## src/acc_pkg.sv

```systemverilog
// package for the conversion control block: register offsets, field positions,
// reset values and timing counts.
// assumes a 32-bit AXI4-Lite register bus and a 250 MHz system clock.
package acc_pkg;
  // register byte offsets
  localparam logic [7:0] OFF_SEL    = 8'h00; // selection_register
  localparam logic [7:0] OFF_CTRL_A = 8'h04; // converter_control_a
  localparam logic [7:0] OFF_CTRL_B = 8'h08; // converter_control_b
  localparam logic [7:0] OFF_RES_L  = 8'h0C; // result_low_byte
  localparam logic [7:0] OFF_RES_H  = 8'h10; // result_high_byte
  localparam logic [7:0] OFF_POWER  = 8'h14; // power reduction
  // control a field positions
  localparam int CA_ENABLE = 7;
  localparam int CA_START  = 6;
  localparam int CA_AUTO   = 5;
  localparam int CA_DONE   = 4;
  // selection register field positions
  localparam int SEL_LEFT  = 5;
  localparam int SEL_REF   = 6;
  // reset values
  localparam logic [7:0] SEL_RESET  = 8'h00;
  localparam logic [7:0] CA_RESET   = 8'h00;
  localparam logic [2:0] TS_RESET   = 3'h0;
  localparam logic       PWR_RESET  = 1'b1;
  // trigger source code that selects the done flag (free running)
  localparam logic [2:0] TS_FREE    = 3'h0;
  // conversion lengths in converter clocks
  localparam logic [4:0] CONV_NORMAL = 5'd13;
  localparam logic [4:0] CONV_FIRST  = 5'd25;
  // converter clock prescale: divide 2^(n+1) with n from control a bits 2:0
  localparam int PRESC_W = 8;
  // sequencer states
  typedef enum logic [1:0] {
    ACC_IDLE = 2'b00,
    ACC_WAIT = 2'b01,
    ACC_CONV = 2'b10
  } acc_state_t;
endpackage

```

## src/acc_sync.sv

```systemverilog
// two flip-flop synchroniser with rising edge detect on the second stage.
// assumes the input comes from outside the aclk domain.
`timescale 1ns/100ps
module acc_sync
  import acc_pkg::*;
(
  input  wire logic aclk,    // system clock
  input  wire logic aresetn, // sync reset, active low
  input  wire logic d,       // asynchronous level
  output logic      q,       // synchronised level
  output logic      rise     // one-cycle pulse on rising edge of q
);
  logic meta; // first stage, read only by q
  logic q_d;  // delayed copy for edge detect

  // edge is taken between second and third stage, never from meta
  always_ff @(posedge aclk)
  begin
    if (!aresetn)
    begin
      meta <= 1'b0;
      q    <= 1'b0;
      q_d  <= 1'b0;
    end
    else
    begin
      meta <= d;
      q    <= meta;
      q_d  <= q;
    end
  end

  assign rise = q & ~q_d;
endmodule

```

## src/acc_top.sv

```systemverilog
// conversion control for a 10-bit successive approximation converter.
// assumes an AXI4-Lite master on aclk and an analog core that holds its code stable
// while core_done is high; trigger inputs are asynchronous levels.
//
// Decided for this implementation: the AXI4-Lite interface to the registers and the address map.
`timescale 1ns/100ps
module acc_top
  import acc_pkg::*;
(
  input  wire logic        aclk,
  input  wire logic        aresetn,
  // AXI4-Lite slave
  input  wire logic [7:0]  s_axi_awaddr,
  input  wire logic        s_axi_awvalid,
  output logic             s_axi_awready,
  input  wire logic [31:0] s_axi_wdata,
  input  wire logic [3:0]  s_axi_wstrb,
  input  wire logic        s_axi_wvalid,
  output logic             s_axi_wready,
  output logic [1:0]       s_axi_bresp,
  output logic             s_axi_bvalid,
  input  wire logic        s_axi_bready,
  input  wire logic [7:0]  s_axi_araddr,
  input  wire logic        s_axi_arvalid,
  output logic             s_axi_arready,
  output logic [31:0]      s_axi_rdata,
  output logic [1:0]       s_axi_rresp,
  output logic             s_axi_rvalid,
  input  wire logic        s_axi_rready,
  // trigger sources 1..7 (index 0 unused, done flag is source 0)
  input  wire logic [7:1]  trig_in,
  // analog side
  output logic [3:0]       channel_select,  // applied channel to the multiplexer
  output logic [1:0]       reference_select, // applied reference switch setting
  output logic             core_enable,     // analog power
  output logic             core_sample,     // sample command, high one aclk cycle
  output logic             core_done,       // conversion done indication
  input  wire logic [9:0]  core_code        // finished code, stable at core_done
);
  import acc_pkg::*;

  // software visible state
  logic [7:0]  sel_reg;       // selection_register temporary copy
  logic        enable;        // converter_enable
  logic        start;         // conversion_start_bit
  logic        auto_en;       // auto_trigger_enable
  logic        done_flag;     // conversion_done_flag
  logic        int_en;        // interrupt enable bit, stored only
  logic [2:0]  presc_sel;     // prescaler select
  logic [2:0]  trig_sel;      // trigger_source_select
  logic        power_red;     // converter_power_reduction
  logic [9:0]  result;        // last accepted result
  logic        locked;        // low byte read, updates blocked
  // sequencer
  acc_state_t  state;
  logic [4:0]  conv_cnt;      // converter clocks elapsed
  logic        first_conv;    // next conversion is the long one
  logic [PRESC_W-1:0] presc;  // prescaler counter
  logic        trig_prev;     // previous selected trigger level

  // synchronise external triggers, one per source
  logic [7:1]  trig_s;
  genvar gi;
  generate
    for (gi = 1; gi < 8; gi++)
    begin : g_sync
      acc_sync u_sync (
        .aclk    (aclk),
        .aresetn (aresetn),
        .d       (trig_in[gi]),
        .q       (trig_s[gi]),
        .rise    ()
      );
    end
  endgenerate

  // bus decode
  wire wr_fire   = s_axi_awvalid & s_axi_wvalid & ~s_axi_bvalid;
  wire rd_fire   = s_axi_arvalid & ~s_axi_rvalid;
  wire wsel_sel  = wr_fire & (s_axi_awaddr == OFF_SEL) & s_axi_wstrb[0];
  wire wsel_ca   = wr_fire & (s_axi_awaddr == OFF_CTRL_A) & s_axi_wstrb[0];
  wire wsel_cb   = wr_fire & (s_axi_awaddr == OFF_CTRL_B) & s_axi_wstrb[0];
  wire wsel_pwr  = wr_fire & (s_axi_awaddr == OFF_POWER) & s_axi_wstrb[0];
  wire w_known   = (s_axi_awaddr == OFF_SEL) | (s_axi_awaddr == OFF_CTRL_A) |
                   (s_axi_awaddr == OFF_CTRL_B) | (s_axi_awaddr == OFF_POWER) |
                   (s_axi_awaddr == OFF_RES_L) | (s_axi_awaddr == OFF_RES_H);
  wire rd_low    = rd_fire & (s_axi_araddr == OFF_RES_L);
  wire rd_high   = rd_fire & (s_axi_araddr == OFF_RES_H);

  // power reduction gates the whole converter
  wire run       = enable & ~power_red;
  wire sw_start  = wsel_ca & s_axi_wdata[CA_START] & run;
  wire done_clr  = wsel_ca & s_axi_wdata[CA_DONE];

  // prescaler tick: divide by 2^(presc_sel+1), minimum 2
  wire [PRESC_W-1:0] presc_mask = PRESC_W'((9'h002 << presc_sel) - 9'h001);
  wire tick      = ((presc & presc_mask) == presc_mask);

  // selected trigger level; source 0 is the done flag
  wire trig_lvl  = (trig_sel == TS_FREE) ? done_flag : trig_s[trig_sel];
  wire trig_edge = auto_en & run & trig_lvl & ~trig_prev;
  wire busy      = (state != ACC_IDLE);
  wire hw_start  = trig_edge & ~busy;
  wire conv_len_hit = (conv_cnt == (first_conv ? CONV_FIRST : CONV_NORMAL));
  wire complete  = run & (state == ACC_CONV) & tick & conv_len_hit; // abort beats a late tick
  // free running: done flag source restarts at once, flag state irrelevant
  wire free_run  = auto_en & (trig_sel == TS_FREE);

  // result byte layouts
  wire [7:0] res_lo  = sel_reg[SEL_LEFT] ? {result[1:0], 6'h00} : result[7:0];
  wire [7:0] res_hi  = sel_reg[SEL_LEFT] ? result[9:2] : {6'h00, result[9:8]};
  wire [7:0] ctrl_a  = {enable, start | busy, auto_en, done_flag, int_en, presc_sel};

  // read data mux, unmapped reads return zero with OKAY
  logic [7:0] rd_byte;
  always_comb
  begin
    case (s_axi_araddr)
      OFF_SEL:    rd_byte = sel_reg;
      OFF_CTRL_A: rd_byte = ctrl_a;
      OFF_CTRL_B: rd_byte = {5'h00, trig_sel};
      OFF_RES_L:  rd_byte = res_lo;
      OFF_RES_H:  rd_byte = res_hi;
      OFF_POWER:  rd_byte = {7'h00, power_red};
      default:    rd_byte = 8'h00;
    endcase
  end

  // AXI handshake: one-cycle ready pulses, response held until accepted
  always_ff @(posedge aclk)
  begin
    if (!aresetn)
    begin
      s_axi_awready <= 1'b0;
      s_axi_wready  <= 1'b0;
      s_axi_bvalid  <= 1'b0;
      s_axi_bresp   <= 2'h0;
      s_axi_arready <= 1'b0;
      s_axi_rvalid  <= 1'b0;
      s_axi_rdata   <= 32'h0000_0000;
      s_axi_rresp   <= 2'h0;
    end
    else
    begin
      s_axi_awready <= wr_fire;
      s_axi_wready  <= wr_fire;
      s_axi_arready <= rd_fire;
      if (wr_fire)
      begin
        s_axi_bvalid <= 1'b1;
        s_axi_bresp  <= w_known ? 2'h0 : 2'h2; // slverr on unmapped write
      end
      else if (s_axi_bready)
        s_axi_bvalid <= 1'b0;
      if (rd_fire)
      begin
        s_axi_rvalid <= 1'b1;
        s_axi_rdata  <= {24'h00_0000, rd_byte};
      end
      else if (s_axi_rready)
        s_axi_rvalid <= 1'b0;
    end
  end

  // software registers
  always_ff @(posedge aclk)
  begin
    if (!aresetn)
    begin
      sel_reg   <= SEL_RESET;
      enable    <= CA_RESET[CA_ENABLE];
      auto_en   <= CA_RESET[CA_AUTO];
      int_en    <= 1'b0;
      presc_sel <= 3'h0;
      trig_sel  <= TS_RESET;
      power_red <= PWR_RESET;
    end
    else
    begin
      if (wsel_sel)
        sel_reg <= s_axi_wdata[7:0];
      if (wsel_ca)
      begin
        enable    <= s_axi_wdata[CA_ENABLE];
        auto_en   <= s_axi_wdata[CA_AUTO];
        int_en    <= s_axi_wdata[3];
        presc_sel <= s_axi_wdata[2:0];
      end
      if (wsel_cb)
        trig_sel <= s_axi_wdata[2:0];
      if (wsel_pwr)
        power_red <= s_axi_wdata[0];
    end
  end

  // done flag: set on completion wins over a write-one clear
  always_ff @(posedge aclk)
  begin
    if (!aresetn)
      done_flag <= 1'b0;
    else if (complete)
      done_flag <= 1'b1;
    else if (done_clr)
      done_flag <= 1'b0;
  end

  // prescaler held in reset while disabled, cleared when a trigger edge starts a conversion
  always_ff @(posedge aclk)
  begin
    if (!aresetn || !run)
      presc <= '0;
    else if (hw_start)
      presc <= '0;
    else
      presc <= presc + PRESC_W'(1);
  end

  // sequencer: software start waits for the next converter clock, trigger starts at once
  always_ff @(posedge aclk)
  begin
    if (!aresetn || !run)
    begin
      state      <= ACC_IDLE;
      start      <= 1'b0;
      conv_cnt   <= 5'd0;
      first_conv <= 1'b1;
      trig_prev  <= trig_lvl; // a level already high at enable is no edge
    end
    else
    begin
      trig_prev <= trig_lvl;
      case (state)
        ACC_IDLE:
        begin
          if (hw_start)
          begin
            state    <= ACC_CONV;
            start    <= 1'b1;
            conv_cnt <= 5'd1;
          end
          else if (sw_start)
          begin
            state <= ACC_WAIT;
            start <= 1'b1;
          end
        end
        ACC_WAIT:
          if (tick)
          begin
            state    <= ACC_CONV;
            conv_cnt <= 5'd1;
          end
        ACC_CONV:
          if (tick)
          begin
            if (complete)
            begin
              first_conv <= 1'b0;
              conv_cnt   <= 5'd1;
              if (!free_run)
              begin
                state <= ACC_IDLE;
                start <= 1'b0;
              end
            end
            else
              conv_cnt <= conv_cnt + 5'd1;
          end
        default:
          state <= ACC_IDLE;
      endcase
    end
  end

  // result capture and read lock; a low read in the completion cycle keeps the old pair
  always_ff @(posedge aclk)
  begin
    if (!aresetn)
    begin
      result <= 10'h000;
      locked <= 1'b0;
    end
    else
    begin
      if (complete && !locked && !rd_low)
        result <= core_code;
      if (rd_high)
        locked <= 1'b0;
      else if (rd_low)
        locked <= 1'b1;
    end
  end

  // analog side: while the converter runs, selections follow software until a conversion locks them
  wire sel_open = ~busy | complete;
  always_ff @(posedge aclk)
  begin
    if (!aresetn)
    begin
      channel_select   <= 4'h0;
      reference_select <= 2'h0;
      core_enable      <= 1'b0;
      core_sample      <= 1'b0;
      core_done        <= 1'b0;
    end
    else
    begin
      core_enable <= run;
      core_done   <= complete;
      core_sample <= run & (state == ACC_CONV) & tick & (conv_cnt == (first_conv ? 5'd13 : 5'd1));
      if (run && sel_open)
      begin
        channel_select   <= sel_reg[3:0];
        reference_select <= sel_reg[7:6];
      end
    end
  end
endmodule

```

## config.mk

```make
export PLATFORM = sky130hd
export DESIGN_NAME = acc_top
export DESIGN_NICKNAME = d
export VERILOG_FILES = /design/src/acc_pkg.sv /design/src/acc_sync.sv /design/src/acc_top.sv
export SDC_FILE = /design/constraint.sdc
export NUM_CORES = 1
export LEC_CHECK = 0
export ABC_CLOCK_PERIOD_IN_PS = 2000
export BUFFER_PORTS_ARGS = -buffer_cell sky130_fd_sc_hd__buf_4
export CAP_MARGIN = 20
export CORE_UTILIZATION = 46
export DETAILED_ROUTE_END_ITERATION = 7
export HOLD_SLACK_MARGIN = 0.12
export PLACE_DENSITY = 0.76
export SLEW_MARGIN = 10
export SYNTH_ARGS = -nofsm -noshare
export SYNTH_HDL_FRONTEND = slang
export SYNTH_SLANG_ARGS = --single-unit
```

## constraint.sdc

```tcl
create_clock -name aclk -period 2 [get_ports aclk]
set_clock_uncertainty 0.2 [all_clocks]
set_input_delay 0.3 -clock aclk [delete_from_list [all_inputs] [get_ports aclk]]
set_output_delay 0.3 -clock aclk [all_outputs]
set_load 0.01 [all_outputs]
```

## Yosys cells after proc, flatten, opt, wreduce, memory -nomap -nowiden

Index checks and enable logic that the tools add are counted.

- Bits of input ports: 76
- Flip-flop bits (word level): 85
- Word-level logic and storage cells: 164

- Mux-type cells: 33
- Equality and inequality tests: 21
- Shifts and indexed selects: 1
- Magnitude comparators: 1
- $add $sub $neg: 3
- Bitwise operators: 40
- Reductions and logical operators: 24

Operators by type and width:

| operator | count |
|---|---|
| $pmux 8 s6 | 1 |
| $eq 8x4->1 const B | 4 |
| $eq 8x5->1 const B | 4 |
| $and 1x1->1 | 26 |
| $mux 5 | 5 |
| $eq 8x3->1 const B | 2 |
| $logic_not 8->1 | 2 |
| $mux 8 | 2 |
| $pmux 5 s3 | 1 |
| $mux 2 | 7 |
| $mux 1 | 13 |
| $ne 2x2->1 const B | 5 |
| $reduce_and 5->1 | 2 |
| $reduce_bool 2->1 | 5 |
| $add 8x1->8 const B | 1 |
| $and 8x8->8 | 1 |
| $eq 8x8->1 | 1 |
| $shl 2x3->8 const A | 1 |
| $sub 8x1->8 const B | 1 |
| $or 1x1->1 | 7 |
| $not 1->1 | 6 |
| $pmux 2 s3 | 1 |
| $add 5x1->5 const B | 1 |
| $eq 5x4->1 | 1 |
| other kinds (17) | 23 |

## Depth between registers and ports, before layout

- Depth after elaboration: 9
- Mapped depth: 9
- Depth with buffers taken out: 8

## Cells and area by module

Synthesis repeated with hierarchy kept, for this count alone.

- Cells, all modules: 464
- Area total of the unflattened synthesis: 4,250.3 um2

Modules (own cells, without submodules):

| module | times used | area an instance (um2) | seq. area each (um2) | cells each |
|---|---|---|---|---|
| acc_top | 1 | 3,602.2 | 1,401.3 | 415 |
| acc_sync | 7 | 92.6 | 60.1 | 7 |

## Least setup slack after synthesis

Ideal clock, no wire load.

- Path type: input to register
- From: input s_axi_awaddr[0]
- To: register start
- Stages: 6
- Data arrival time: 1.798 ns
- Required time: 1.681 ns
- Setup time: 0.119 ns
- Slack: -0.117 ns
- Cell sequence: or4_1 nor2_1 and3b_1 nand3_1 a211o_1 o221a_2

- Longest elaborated chain between the ends: 7

Ends and longest elaborated chain:

| what | line | RTL |
|---|---|---|
| from (decl) | acc_top.sv:13 | `input wire logic [7:0] s_axi_awaddr,` |
| $eq 8x3->1 | acc_top.sv:81 | `wire wsel_ca = wr_fire & (s_axi_awaddr == OFF_CTRL_A) & s_axi_wstrb[0];` |
| $and 1x1->1 (2 in a row) | acc_top.sv:81 |  |
| $and 1x1->1 (2 in a row) | acc_top.sv:92 | `wire sw_start = wsel_ca & s_axi_wdata[CA_START] & run;` |
| $ne 3x3->1 (no line) | - |  |
| $reduce_and 5->1 (no line) | - |  |
| to (signal assigned) | acc_top.sv:224 | `start <= 1'b0;` |
| to (signal assigned) | acc_top.sv:238 | `start <= 1'b1;` |
| to (signal assigned) | acc_top.sv:244 | `start <= 1'b1;` |
| to (decl) | acc_top.sv:45 | `logic start;` |

Every way passes these cells.
A chain may end at the register's enable or synchronous reset.

## Worst setup path in the final report

- From: register conv_cnt[1]
- To: register conv_cnt[3]

- Longest elaborated chain between the ends: 5
- Elaborated cells between the ends (all ways): 6
- Classes of those cells: add/sub (1); eq/ne (1); mux (3); bitwise (1)

Ends and longest elaborated chain:

| what | line | RTL |
|---|---|---|
| from (decl) | acc_top.sv:56 | `logic [4:0] conv_cnt;` |
| from (signal assigned) | acc_top.sv:267 | `conv_cnt <= conv_cnt + 5'd1;` |
| branches (longest 2 deep; another with $add 5x1->5) | - |  |
| $mux 5 (*) | acc_top.sv:256 | `if (complete)` |
| $mux 5 (*) | acc_top.sv:254 | `if (tick)` |
| $pmux 5 s3 (*) | acc_top.sv:232 | `case (state)` |

Mark *: on every way between the ends. The select of a mux whose other input is x is not followed.

==> metrics.md <==
| Metric | Value |
|---|---|
| Initial drt markers | 167 |
| Synth warn | 0 |
| Outcome | complete, but fails checks |
| Final instance area | 5820 sq um |
| Kind of cell adding the most delay to the critical path | compound AO/OA/AOI/OAI gates |
| Hold Worst Slack | roughly 0.14 ns |
| Cell depth of the worst hold path | 3 |
| Portion of the post-synthesis area used by sequential elements | 42.7% |
| Clock tree root driver cell | clkbuf_8 |
| H-tree depth | 3 |
| Max reg flops | 10 |
| Start of the worst register-to-register path | conv_cnt[1] |
| Count of input and output buffers | 71 |
| Violated checks | negative setup slack |
| Bufs and invs on worst path | 2 |
| Detailed-route via count | between 3,000 and 4,000 |
| Via count of the first global-routing pass | 3,521 |
| Clock latency on the worst-skew pair | approximately 0.37 ns |
| Critical path data required time | 2.07 ns |
| Share of synthesized flip-flops with an asynchronous set or reset | 0% |
| Worst Reg2Reg Path Length in Cells | 9 |
| Clock input transition at the sequential cells of the worst setup and hold paths | 0.09 ns |
| Kind of end point of the critical path | register |
| Post-layout min period | just over 2 ns |
| End point of the most critical hold path | conv_cnt[0] |
| Power density cells | 563 nW/um^2 |
| Post-Syn Area | 3940 sq um |
| Ratio of final minimum period to clock period | 101% |
| Switching share of power | 25.1% |
| Post-DP Area | 4840 sq um |
| Routed length per placed instance | 16.1 microns |
| Flop2flop setup slack | -0.02 ns |
| Final Slew Violations | 0 |
| Final setup vio count | 5 |
| First-pass GRT wire length | 16,800 microns |
| Internal power contribution | 2.45 mW |
| Total CTS buffers | 9 |
| Core area | just over 8000 sq um |
| Chip Height | 94.5 microns |
| Register with the most flip-flops | result |
| Worst endpoint data arrival time | 2.09 ns |
| Number of core rows | 33 |
| Biggest fanout along the worst timing path | 5 |
| Pre-Repair DR Iteration Count | 5 |
| Die Wd | 94.5 microns |
| Max Root-Sink Buffers | 2 |
| Final hold violation count | 0 |
| Initial core utilization | 47.7% |
| Final layout net count | approximately 680 |
| Combinational cell fraction of total power | 8.4% |
| Part of the power in registers | 51.7% |
| Aggregate global-route resource usage | 24.6% |
| Maximum number of pins on one net before global-route repair | 38 |
| Part of the power in the clock network | ~40% |
| Via-to-Cell Ratio | ~5.3 |
| End of the worst register-to-register path | conv_cnt[3] |
| Number of remaining DRC errors | 0 |
| Distinct cells, synth | 59 |
| Slowest stage cell on the critical path | dfxtp_2 |
| Critical Path Source | conv_cnt[1] |
| Min-delay worst type | primary input to register |
| Boundary Pins | 126 |
| Global route overflow | 0 |
| Type of the setup path with the least slack | register to register |
| Detailed Route WL | 11,300 microns |
| Utilization after layout | a little over two thirds |
| P&R area growth vs syn | 47.7% |
| NetSw | 820 uW |
| Antenna Violating Nets Remaining | 0 |
| Delay of the slowest critical-path stage | 0.33 ns |
| CTS tree | yes |
| Peak Freq | approximately 0.49 GHz |
| Kind of launch point of the worst setup path | register |
| Number of flip-flops and latches in the synthesized netlist | 84 |
| Placer Congestion | 0.905 |
| RSZ-0062 raised after global routing | yes |
| Startpoint of the worst hold path | aresetn |
| Maximum vdd ir drop | 0.342 mV |
| Leakage power summed over all cells | around 2.5 nW |
| Fraction of final layout cells with drive strength greater than 1 | 37.1% |
| Number of enable-type register cells in the synthesized netlist | 0 |
| Avg Cell Area, Syn | between 8 and 9 sq um |
| Gate Count Post-Synth | 440 |
| Area of the die | just under 9000 sq um |
| Placement Setup Slack | -0.308 ns |
| Initial antenna violation count | 0 |
| Series of cell instances along the critical path | inv_2, ha_4, and3_4, o211ai_1, buf_4, a21oi_4, a21o_4, o211ai_1, a32o_1 |
| Antenna diode count | 0 |
| Cell repeated most along the worst path | o211ai_1 |
| Number of clock sinks | between 80 and 90 |
| Detailed-placement wirelength estimate | 6850 microns |
| Max-cap viol count | 0 |
| Primary flip-flop cell chosen by synthesis mapping | dfxtp_1 |
| Final WS setup | -0.0212 ns |
[worst reg2reg max path: cells and delay by family, from the launching register on]
kind	cells	cell delay (ns)
compound gates	5	0.84
flops	1	0.33
buf+inv	2	0.24
simple gates	1	0.17
fa+ha+maj	1	0.14
[worst max-delay path by stage]
stage                          end  depth (start not counted)
CTS                       state[1]                          8
global route           conv_cnt[3]                          7
global placement    s_axi_rdata[6]                          6
finish                 conv_cnt[3]                          9
detailed placement  s_axi_rdata[6]                          6
floorplan                    start                          6
[repair_timing]
item / in CTS / in global routing
hold endpoints to repair: 41 / 0
gates cloned: 0 / 3
gates resized for setup: 29 / 60
buffers inserted: 5 / 7
pin swaps: 8 / 26
hold buffers: 32 / 0
endpoints found under the setup margin: 24 / 33
[cell usage after synthesis (all sizes together) (2+ instances only)]
cell type | number | area (sq um)
xor2 | 4 | 35.0
inv | 12 | 45.0
a221oi | 2 | 17.5
nand2b | 6 | 37.5
nor2b | 4 | 25.0
a2111oi | 3 | 32.5
nand3b | 2 | 15.0
o22ai | 4 | 25.0
or4 | 2 | 18.8
nor2 | 42 | 158
nor3 | 12 | 76.3
buf | 35 | 250
a22oi | 3 | 27.5
o21ai | 19 | 95.1
dfxtp | 84 | 1680
nand2 | 41 | 154
nand3 | 18 | 90.1
xnor2 | 2 | 17.5
clkbuf | 12 | 45.0
ha | 6 | 75.1
a21o | 3 | 22.5
mux2i | 30 | 300
nor4 | 2 | 12.5
a211oi | 5 | 37.5
nor3b | 6 | 45.0
or3 | 3 | 18.8
and2 | 15 | 93.8
o211ai | 4 | 30.0
a32o | 3 | 30.0
a22o | 2 | 17.5
a31oi | 2 | 12.5
a311oi | 2 | 23.8
and3 | 9 | 56.3
o221a | 2 | 22.5
a21oi | 17 | 85.1
mux2 | 5 | 56.3
and3b | 4 | 35.0
[logic make-up (layout without fill, tap and decap cells)]
logic type               after synthesis  in the layout  share of synthesized area, %
AND/OR/NAND/NOR                      171            171                          22.2
flip-flops                            84             84                          42.7
AO/OA/AOI/OAI                         77             77                          13.5
buffers and inverters                 59            191                          8.64
multiplexers                          36             36                          9.63
adder cells (fa/ha/maj)                6              6                          1.91
XOR/XNOR                               6              6                          1.33
other                                  1             27                        0.0952
[layout by cell type, fill, tap and decap left out, types with 3 or more instances in the layout]
cell,Yosys,routed
nand2_1,41,38
a211oi_1,5,4
o22ai_1,4,3
inv_1,12,8
and3_1,9,7
and2_1,15,15
nor2_1,42,39
mux2_2,5,3
nand3_1,18,11
dfxtp_1,84,73
and3b_1,4,3
dfxtp_2,0,8
a21oi_1,17,11
nor3_2,1,3
a32o_1,3,3
clkbuf_8,0,10
nor3b_1,6,4
o211ai_1,4,4
a21oi_2,0,4
mux2i_1,30,30
o21ai_0,19,8
conb_1,1,27
dfxtp_4,0,3
o21ai_1,0,9
buf_6,1,8
nand3_2,0,7
xor2_1,4,4
dlygate4sd3_1,0,32
buf_4,28,118
ha_1,6,4
buf_12,0,3
nand2b_1,6,5
nor3_1,10,7
inv_2,0,4
[cell type report]
cell class / instances / area (sq um)
Timing Repair Buffer: 163 / 1410
Clock buffer: 10 / 138
Inverter: 12 / 45.0
Multi-Input combinational cell: 323 / 2320
Sequential cell: 84 / 1700
Clock inverter: 6 / 71.3
Tap cell: 105 / 131
Fill cell: 594 / 2440
[layer usage]
metal  share of wire, %  GRT usage (%)  routed length (microns)  vias up
li1                   -              -                        -     1799
met1                 40           29.5                     4560     1770
met2                 50           42.3                     5700      165
met3                6.8           5.23                      765       25
met4                2.4           11.0                      274        0
met5                  0              0                        0        -
[power groups by stage]
stage	clock network, mW	logic (mW)	registers (mW)
floorplan	0	0.135	1.74
CTS	1.30	0.260	1.70
global placement	0	0.208	1.74
finish	1.30	0.274	1.69
detailed placement	0	0.210	1.74
global route	1.39	0.299	1.70
[stage by stage]
| step | TNS, ns | total power, mW | instances |
|---|---|---|---|
| floorplan | -0.821 | 1.87 | 466 |
| global placement | -7.42 | 1.94 | 643 |
| detailed placement | -9.21 | 1.95 | 643 |
| CTS | 0 | 3.25 | 694 |
| global route | -1.04 | 3.39 | 703 |
| finish | -0.0594 | 3.27 | 703 |
No activity file was read; power rests on OpenSTA's default activity.
